File: config.mk
export PLATFORM = sky130hd
export DESIGN_NAME = gpio_port_masked_access
export DESIGN_NICKNAME = d
export VERILOG_FILES = /design/src/gpio_pkg.sv /design/src/gpio_port_masked_access.sv
export SDC_FILE = /design/constraint.sdc
export NUM_CORES = 1
export LEC_CHECK = 0
export ABC_AREA = 1
export BUFFER_PORTS_ARGS = -buffer_cell sky130_fd_sc_hd__buf_2
export CORE_MARGIN = 2
export CORE_UTILIZATION = 35
export CTS_BUF_LIST = sky130_fd_sc_hd__clkbuf_16
export DETAILED_ROUTE_END_ITERATION = 16
export HOLD_SLACK_MARGIN = 0.02
export PLACE_DENSITY = 0.53
export SLEW_MARGIN = 30
export SYNTH_ARGS = -nofsm -noshare
export SYNTH_HDL_FRONTEND = slang
export SYNTH_SLANG_ARGS = --single-unit
File: constraint.sdc
create_clock -name i_clk -period 3.25 [get_ports i_clk]
set_clock_uncertainty 0.05 [all_clocks]
set_input_delay 0.1625 -clock i_clk [delete_from_list [all_inputs] [get_ports i_clk]]
set_output_delay 0.1625 -clock i_clk [all_outputs]
set_load 0.02 [all_outputs]
File: src/gpio_pkg.sv
// constants, register map and types shared by the gpio block
package gpio_pkg;
	localparam int NUM_PORTS = 4;
	localparam int PORT_W = 16;
	localparam int ADDR_W = 14;
	// pins present on each port, d down to a: 5 + 16 + 16 + 16 = 53 pins
	localparam logic [3:0][15:0] PIN_AVAIL = {16'h001f, 16'hffff, 16'hffff, 16'hffff};
	// per-port register offsets inside a 4 KB port region
	localparam logic [11:0] OFF_PIN = 12'h000;
	localparam logic [11:0] OFF_OUT = 12'h004;
	localparam logic [11:0] OFF_OUT_SET = 12'h008;
	localparam logic [11:0] OFF_OUT_CLR = 12'h00c;
	localparam logic [11:0] OFF_OE = 12'h010;
	localparam logic [11:0] OFF_IRQ_MASK = 12'h014;
	localparam logic [11:0] OFF_RISE_EN = 12'h018;
	localparam logic [11:0] OFF_FALL_EN = 12'h01c;
	localparam logic [11:0] OFF_IRQ_STATUS = 12'h020;
	// masked windows: 256 words each, selected by offset bits 11:10
	localparam logic [1:0] WIN_LOW = 2'h1;
	localparam logic [1:0] WIN_HIGH = 2'h2;
	localparam logic [15:0] RST_REG = 16'h0000;
	localparam logic [1:0] RESP_OKAY = 2'h0;
	localparam logic [1:0] RESP_SLVERR = 2'h2;

	typedef enum logic [0:0] {
		CH_IDLE = 1'b0,
		CH_RESP = 1'b1
	} ch_state_t;

	typedef struct packed {
		logic [15:0] out;
		logic [15:0] oe;
		logic [15:0] irq_mask;
		logic [15:0] rise_en;
		logic [15:0] fall_en;
		logic [15:0] status;
		logic [15:0] pin_prev;
	} port_regs_t;

	typedef struct packed {
		logic [1:0] port;
		logic [11:0] off;
	} reg_addr_t;

	function automatic reg_addr_t split_addr(input logic [13:0] a);
		reg_addr_t r;
		r.port = a[13:12];
		r.off = {a[11:2], 2'h0};
		return r;
	endfunction : split_addr

	// true for any offset that answers OKAY on the bus
	function automatic logic addr_ok(input logic [11:0] off);
		logic ok;
		ok = (off[11:10] == WIN_LOW) || (off[11:10] == WIN_HIGH);
		if (off <= OFF_IRQ_STATUS) begin
			ok = 1'b1;
		end
		return ok;
	endfunction : addr_ok

	// bit mask of a masked-window access, placed on its byte of the port
	function automatic logic [15:0] win_mask(input logic [11:0] off);
		logic [15:0] m;
		m = 16'h0000;
		if (off[11:10] == WIN_LOW) begin
			m = {8'h00, off[9:2]};
		end else if (off[11:10] == WIN_HIGH) begin
			m = {off[9:2], 8'h00};
		end
		return m;
	endfunction : win_mask
endpackage : gpio_pkg

File: src/gpio_port_masked_access.sv
// four-port gpio with set/clear, masked byte windows and edge interrupts on axi4-lite
// How it works
// - four independent port blocks a to d, 53 usable pins in total
// - set register drives chosen output bits to 1, clear register drives them to 0
// - chosen port bits are read or written in one bus transfer
// - masked access splits each port into a low byte and a high byte window
// - each window holds 256 words, one address per 8-bit mask pattern
// - low window write: word index is the mask, only masked low bits take data
// - high window write does the same on bits 15 to 8, low byte untouched
// - each pin has its own mask allowing or blocking its interrupt
// - pin interrupts are edge triggered: rising, falling or both selectable
//
// The register offsets and the AXI4-Lite register port are this design's own decisions.
`timescale 1ns/100ps
module gpio_port_masked_access #(
	parameter int NUM_PORTS = gpio_pkg::NUM_PORTS,
	parameter int PORT_W = gpio_pkg::PORT_W
) (
	// clock and reset
	input wire logic i_clk,
	input wire logic i_srst,
	// axi4-lite write address and data
	input wire logic i_awvalid,
	output logic o_awready,
	input wire logic [gpio_pkg::ADDR_W-1:0] i_awaddr,
	input wire logic [2:0] i_awprot,
	input wire logic i_wvalid,
	output logic o_wready,
	input wire logic [31:0] i_wdata,
	input wire logic [3:0] i_wstrb,
	// axi4-lite write response
	output logic o_bvalid,
	input wire logic i_bready,
	output logic [1:0] o_bresp,
	// axi4-lite read
	input wire logic i_arvalid,
	output logic o_arready,
	input wire logic [gpio_pkg::ADDR_W-1:0] i_araddr,
	input wire logic [2:0] i_arprot,
	output logic o_rvalid,
	input wire logic i_rready,
	output logic [31:0] o_rdata,
	output logic [1:0] o_rresp,
	// pads: sampled pin levels in, output values and output enables out
	input wire logic [NUM_PORTS-1:0][PORT_W-1:0] i_pin,
	output logic [NUM_PORTS-1:0][PORT_W-1:0] o_port_output_value,
	output logic [NUM_PORTS-1:0][PORT_W-1:0] o_pin_oe,
	// interrupt
	output logic o_irq
);
	gpio_pkg::port_regs_t regs_q [NUM_PORTS];
	gpio_pkg::ch_state_t wr_state_q;
	gpio_pkg::ch_state_t rd_state_q;
	logic aw_held_q;
	logic w_held_q;
	logic [gpio_pkg::ADDR_W-1:0] awaddr_q;
	logic [31:0] wdata_q;
	logic [3:0] wstrb_q;
	logic awready_q;
	logic wready_q;
	logic [1:0] bresp_q;
	logic arready_q;
	logic rvalid_q;
	logic [31:0] rdata_q;
	logic [1:0] rresp_q;
	logic prev_valid_q;
	logic irq_q;

	// write channel: address and data are taken in either order, then one write fires
	wire aw_take = i_awvalid & awready_q;
	wire w_take = i_wvalid & wready_q;
	wire wr_go = aw_held_q & w_held_q & (wr_state_q == gpio_pkg::CH_IDLE);
	wire aw_held_d = wr_go ? 1'b0 : (aw_held_q | aw_take);
	wire w_held_d = wr_go ? 1'b0 : (w_held_q | w_take);
	wire gpio_pkg::reg_addr_t wa = gpio_pkg::split_addr(awaddr_q);
	wire wr_ok = gpio_pkg::addr_ok(wa.off);
	wire [15:0] wr_bytes = {{8{wstrb_q[1]}}, {8{wstrb_q[0]}}};
	wire [15:0] wr_val = wdata_q[15:0] & wr_bytes;
	// a window write only updates bytes whose strobe is set
	wire [15:0] wr_win = gpio_pkg::win_mask(wa.off) & wr_bytes;
	wire wr_is_win = (wa.off[11:10] != 2'h0);
	wire wr_is_out = (wa.off == gpio_pkg::OFF_OUT);
	wire wr_is_set = (wa.off == gpio_pkg::OFF_OUT_SET);
	wire wr_is_clr = (wa.off == gpio_pkg::OFF_OUT_CLR);
	wire wr_is_oe = (wa.off == gpio_pkg::OFF_OE);
	wire wr_is_mask = (wa.off == gpio_pkg::OFF_IRQ_MASK);
	wire wr_is_rise = (wa.off == gpio_pkg::OFF_RISE_EN);
	wire wr_is_fall = (wa.off == gpio_pkg::OFF_FALL_EN);
	wire [1:0] wr_resp = wr_ok ? gpio_pkg::RESP_OKAY : gpio_pkg::RESP_SLVERR;

	// read channel
	wire rd_go = i_arvalid & arready_q;
	wire gpio_pkg::reg_addr_t ra = gpio_pkg::split_addr(i_araddr);
	wire rd_ok = gpio_pkg::addr_ok(ra.off);
	wire [15:0] rd_win = gpio_pkg::win_mask(ra.off);
	wire [NUM_PORTS-1:0][15:0] rd_val;
	wire [NUM_PORTS-1:0] pend;
	wire rd_is_win = (ra.off[11:10] != 2'h0);
	wire rd_is_pin = (ra.off == gpio_pkg::OFF_PIN);
	wire rd_is_out = (ra.off == gpio_pkg::OFF_OUT) || (ra.off == gpio_pkg::OFF_OUT_SET) ||
		(ra.off == gpio_pkg::OFF_OUT_CLR);
	wire rd_is_oe = (ra.off == gpio_pkg::OFF_OE);
	wire rd_is_mask = (ra.off == gpio_pkg::OFF_IRQ_MASK);
	wire rd_is_rise = (ra.off == gpio_pkg::OFF_RISE_EN);
	wire rd_is_fall = (ra.off == gpio_pkg::OFF_FALL_EN);
	wire rd_is_status = (ra.off == gpio_pkg::OFF_IRQ_STATUS);
	wire [1:0] rd_resp = rd_ok ? gpio_pkg::RESP_OKAY : gpio_pkg::RESP_SLVERR;
	gpio_pkg::ch_state_t rd_state_d;
	gpio_pkg::ch_state_t wr_state_d;

	// each channel answers one transfer at a time: idle until taken, then answering until the master accepts
	always_comb begin
		rd_state_d = rd_state_q;
		case (rd_state_q)
			gpio_pkg::CH_IDLE: begin
				if (rd_go) begin
					rd_state_d = gpio_pkg::CH_RESP;
				end
			end
			gpio_pkg::CH_RESP: begin
				if (i_rready) begin
					rd_state_d = gpio_pkg::CH_IDLE;
				end
			end
			default: begin
				rd_state_d = gpio_pkg::CH_IDLE;
			end
		endcase
	end

	always_comb begin
		wr_state_d = wr_state_q;
		case (wr_state_q)
			gpio_pkg::CH_IDLE: begin
				if (wr_go) begin
					wr_state_d = gpio_pkg::CH_RESP;
				end
			end
			gpio_pkg::CH_RESP: begin
				if (i_bready) begin
					wr_state_d = gpio_pkg::CH_IDLE;
				end
			end
			default: begin
				wr_state_d = gpio_pkg::CH_IDLE;
			end
		endcase
	end

	genvar p;
	generate
		for (p = 0; p < NUM_PORTS; p++) begin : g_port
			wire [15:0] avail = gpio_pkg::PIN_AVAIL[p];
			wire [15:0] pin = i_pin[p] & avail;
			wire gpio_pkg::port_regs_t r = regs_q[p];
			wire wsel = wr_go & wr_ok & (wa.port == 2'(p));
			wire rsel = rd_go & rd_ok & (ra.port == 2'(p));
			wire [15:0] rise = pin & ~r.pin_prev & r.rise_en;
			wire [15:0] fall = ~pin & r.pin_prev & r.fall_en;
			wire [15:0] evt = prev_valid_q ? (rise | fall) : 16'h0000;
			// a status read clears only the flags it returned
			wire [15:0] clr = (rsel && ra.off == gpio_pkg::OFF_IRQ_STATUS) ? r.status : 16'h0000;
			wire [15:0] out_plain = (r.out & ~wr_bytes) | wr_val;
			wire [15:0] out_set = r.out | wr_val;
			wire [15:0] out_clr = r.out & ~wr_val;
			wire [15:0] out_win = (r.out & ~wr_win) | (wdata_q[15:0] & wr_win);
			logic [15:0] out_d;
			logic [15:0] rd_port;

			// next output data; only a write that hits this port moves it
			always_comb begin
				out_d = r.out;
				if (!wsel) begin
					out_d = r.out;
				end else if (wr_is_win) begin
					out_d = out_win;
				end else if (wr_is_out) begin
					out_d = out_plain;
				end else if (wr_is_set) begin
					out_d = out_set;
				end else if (wr_is_clr) begin
					out_d = out_clr;
				end else begin
					out_d = r.out;
				end
			end

			assign pend[p] = |(r.status & r.irq_mask);

			// register read value; windows show selected pin bits, zero elsewhere
			always_comb begin
				rd_port = 16'h0000;
				if (rd_is_win) begin
					rd_port = pin & rd_win;
				end else if (rd_is_pin) begin
					rd_port = pin;
				end else if (rd_is_out) begin
					rd_port = r.out;
				end else if (rd_is_oe) begin
					rd_port = r.oe;
				end else if (rd_is_mask) begin
					rd_port = r.irq_mask;
				end else if (rd_is_rise) begin
					rd_port = r.rise_en;
				end else if (rd_is_fall) begin
					rd_port = r.fall_en;
				end else if (rd_is_status) begin
					rd_port = r.status;
				end
			end

			assign rd_val[p] = rd_port;

			always_ff @(posedge i_clk) begin
				if (i_srst) begin
					regs_q[p] <= '0;
				end else begin
					regs_q[p].out <= out_d & avail;
					regs_q[p].pin_prev <= pin;
					// new edge wins over a clear in the same cycle
					regs_q[p].status <= ((r.status & ~clr) | evt) & avail;
					if (wsel && wa.off == gpio_pkg::OFF_OE) begin
						regs_q[p].oe <= ((r.oe & ~wr_bytes) | wr_val) & avail;
					end
					if (wsel && wa.off == gpio_pkg::OFF_IRQ_MASK) begin
						regs_q[p].irq_mask <= ((r.irq_mask & ~wr_bytes) | wr_val) & avail;
					end
					if (wsel && wa.off == gpio_pkg::OFF_RISE_EN) begin
						regs_q[p].rise_en <= ((r.rise_en & ~wr_bytes) | wr_val) & avail;
					end
					if (wsel && wa.off == gpio_pkg::OFF_FALL_EN) begin
						regs_q[p].fall_en <= ((r.fall_en & ~wr_bytes) | wr_val) & avail;
					end
				end
			end

			assign o_port_output_value[p] = r.out;
			assign o_pin_oe[p] = r.oe;
		end
	endgenerate

	// port select decodes to one of four 4 KB regions, windows at 0x400 and 0x800
	wire [15:0] rd_sel_val = rd_val[ra.port];

	always_ff @(posedge i_clk) begin
		if (i_srst) begin
			aw_held_q <= 1'b0;
			w_held_q <= 1'b0;
			awready_q <= 1'b0;
			wready_q <= 1'b0;
			awaddr_q <= '0;
			wdata_q <= 32'h0000_0000;
			wstrb_q <= 4'h0;
			wr_state_q <= gpio_pkg::CH_IDLE;
			bresp_q <= gpio_pkg::RESP_OKAY;
		end else begin
			aw_held_q <= aw_held_d;
			w_held_q <= w_held_d;
			awready_q <= ~aw_held_d;
			wready_q <= ~w_held_d;
			if (aw_take) begin
				awaddr_q <= i_awaddr;
			end
			if (w_take) begin
				wdata_q <= i_wdata;
				wstrb_q <= i_wstrb;
			end
			wr_state_q <= wr_state_d;
			if (wr_go) begin
				bresp_q <= wr_resp;
			end
		end
	end

	always_ff @(posedge i_clk) begin
		if (i_srst) begin
			rd_state_q <= gpio_pkg::CH_IDLE;
			arready_q <= 1'b0;
			rvalid_q <= 1'b0;
			rdata_q <= 32'h0000_0000;
			rresp_q <= gpio_pkg::RESP_OKAY;
			prev_valid_q <= 1'b0;
			irq_q <= 1'b0;
		end else begin
			rd_state_q <= rd_state_d;
			arready_q <= (rd_state_d == gpio_pkg::CH_IDLE);
			rvalid_q <= (rd_state_d == gpio_pkg::CH_RESP);
			if (rd_go) begin
				rdata_q <= {16'h0000, rd_ok ? rd_sel_val : 16'h0000};
				rresp_q <= rd_resp;
			end
			prev_valid_q <= 1'b1;
			irq_q <= |pend;
		end
	end

	assign o_awready = awready_q;
	assign o_wready = wready_q;
	assign o_bvalid = (wr_state_q == gpio_pkg::CH_RESP);
	assign o_bresp = bresp_q;
	assign o_arready = arready_q;
	assign o_rvalid = rvalid_q;
	assign o_rdata = rdata_q;
	assign o_rresp = rresp_q;
	assign o_irq = irq_q;
endmodule : gpio_port_masked_access

==> results.md <==
* Fin. Hold Viols at 0
* Die footprint at 68000 µm²
* Gr usage total at 29.4%
* Setup crit end kind: register
* Fillers at 6732
* HPWL after DPL at 73800 µm
* RSZ-0062 raised after global routing: false
* Detailed Route WL at 102000 µm
* Relative slew slack at 29.9%
* Max Cap Viol at 0
* CTS root buf: clkbuf_16
* Final core utilization at 41.2%
* Initial core utilization at 35.2%
* Max-slew violations at 0
* Synth area leaders: edfxtp_1 30%, dfxtp_1 17%, nand2_1 11%
* Ys flop type: edfxtp_1
* Initial antenna violation count at 3
* # Post-CTS Setup Buffers at 0
* Critical path peak fanout at 16
* CTS clk-pin slew, worst paths at 60 ps
* Leak at 11.4 nW
* Worst Max-Slew Pin Slew at 1050 ps
* CP Data Required Time at 3640 ps
* Worst ir drop on vdd at 0.381 mV
* HP Class: primary input to register
* Yosys Warn Count at 0
* Post-synth EDFFs at 228
* Netlist cell types at 45
* Setup Crit Path Kind: register to register
* Area Growth Syn to Fin at 17.0%
* Clk buf depth at 3
* Outcome: finished clean
* Global placement routability congestion at 0.991
* Syn avg cell area at 7.66 µm²
* Layout cells sized above 1 at 13.5%
* Ant diodes at 0
* Arr. time, crit path at 3250 ps
* Std-Cell Rows at 94
* IO Port Bufs at 231
* Area leader, netlist: edfxtp_1
* Final min period at 2870 ps
* Routed Antenna Nets at 0
* Maximum clock rate at 349 MHz
* Via/cell ratio at 5.46
* Synth async-reset ratio at 0%
* Mapped Area at 23100 µm²
* Vias in the first global route at 20816
* CP Launch Type: register
* CTS H-tree lvls at 2
* Residual DRC count at 0
* CTS tree: done
* Cells after Synth at 3013
* PD cells at 479 nW/µm²
* Fin crit share at 88.2%
* Total grt overflow at 0
* Seq/Total Area, Yosys at 47.0%
* CORE AREA at 65500 µm²
* Synth top area share at 29.7%
* Via count at 22581
* Worst skew pair latency at 610 ps
* FF+latch count, synth at 428
* CTS Buf Count at 50
* TritonRoute pass-1 iters at 6
* I/O Pins at 311
* # setup viols final at 0
* Die Ht at 261 µm
* Die W at 261 µm
* # clock sinks at 428
* First-pass GRT wire length at 145000 µm
* Initial DRC count at 2689
* Routed WL per cell at 24.8 µm
* TNS Setup at 0 ps
* Nets@finish at 3380
* Largest net degree at the start of global routing at 108
[cell usage in the layout, fill, tap and decap left out, types with 32 or more instances in the layout]
cell,n
nor2_1,466
nor3_1,64
o21ai_0,152
inv_1,280
dfxtp_1,199
clkbuf_16,52
a21oi_1,300
conb_1,40
buf_4,80
edfxtp_1,228
nand4_1,61
nand3_1,99
dlygate4sd3_1,103
buf_2,230
a211oi_1,32
o31ai_1,53
nand2_1,651
[cell families (layout without fill, tap and decap cells)]
| group | after synthesis | after routing | synth area share, % |
|---|---|---|---|
| simple gates | 1409 | 1409 | 25.9 |
| compound gates | 592 | 592 | 14.7 |
| buf+inv | 577 | 799 | 12.1 |
| flops | 428 | 428 | 47.0 |
| fa+ha+maj | 6 | 6 | 0.325 |
| other cells | 1 | 40 | 0.0162 |
[final cells by class]
type	count	area, µm²	share of cell area [%]
Sequential cell	428	10900	40.2
Timing Repair Buffer	418	2870	10.6
Clock inverter	41	211	0.783
Inverter	288	1080	4.02
Multi-Input combinational cell	2047	9590	35.5
Clock buffer	52	1300	4.82
Tap cell	864	1080	4.00
[routing by layer]
layer	routed length (µm)	vias to the layer above	share of wire (%)	global-route usage [%]
met3	9700	177	9.5	5.37
met5	0	-	0	0
met2	45100	1201	44	45.4
met1	43600	10909	43	40.7
met4	4070	0	4.0	11.4
li1	-	10294	-	-
[timing repair]
item,in CTS,in global routing
endpoints found under the hold margin,140,0
gates resized for setup,0,0
hold buffers,103,0
[cells in the mapped netlist, types with 4 or more instances]
cell and n:
dfxtp_1 200, clkbuf_1 111, o21bai_1 4, nand3b_1 14, nand3_4 4, nor2_1 467, buf_4 149, nand3_1 99
a21oi_1 300, nand3_2 5, nand2_1 652, buf_6 6, nor3_4 4, edfxtp_1 228, o211ai_1 8, ha_1 6
o31ai_1 53, buf_2 15, o2bb2ai_1 7, nor2_2 5, nand4_1 61, clkinv_1 12, a41oi_1 5, a211oi_1 32
o21ai_0 152, o22ai_1 12, a211oi_2 12, nand2_2 7, buf_1 8, inv_2 7, inv_1 268, nor4_1 16
nor3_1 64
[stage by stage]
step | instances | power [mW] | hold WS (ps) | setup WS [ps] | instance area (µm²)
2_1_floorplan | 3052 | 7.01 | 249 | 807 | 23200
3_3_place_gp | 3941 | 7.52 | 369 | 500 | 24400
3_5_place_dp | 3941 | 7.54 | 375 | 424 | 24400
4_1_cts | 4137 | 12.9 | 155 | 402 | 27000
5_1_grt | 4138 | 13.3 | 221 | 176 | 27000
6_report | 4138 | 12.9 | 190 | 382 | 27000
[worst paths after layout]
check / start / to / slack (ps) / cells past startpoint
min: i_araddr[8] / o_rdata[14] / 190 / 7
max: awaddr_q[11] / regs_q[0][56] / 380 / 11
max reg2reg: awaddr_q[11] / regs_q[0][56] / 380 / 11
min reg2reg: o_rdata[12] / o_rdata[12] / 410 / 2
[critical path, stage by stage, from the launching register on]
cell	delay, ps
dfxtp_1	310
inv_1	90
ha_1	170
inv_1	80
nor2_4	130
inv_2	90
o21bai_2	150
nand2_2	130
nor3_4	470
buf_4	240
nand3_2	490
nor2_1	290
[where the power goes]
group          internal, mW  switching, mW
Combinational         0.435           1.03
Sequential             5.89          0.211
Clock                  2.96           2.42
Power figures use the tool's default switching activity.
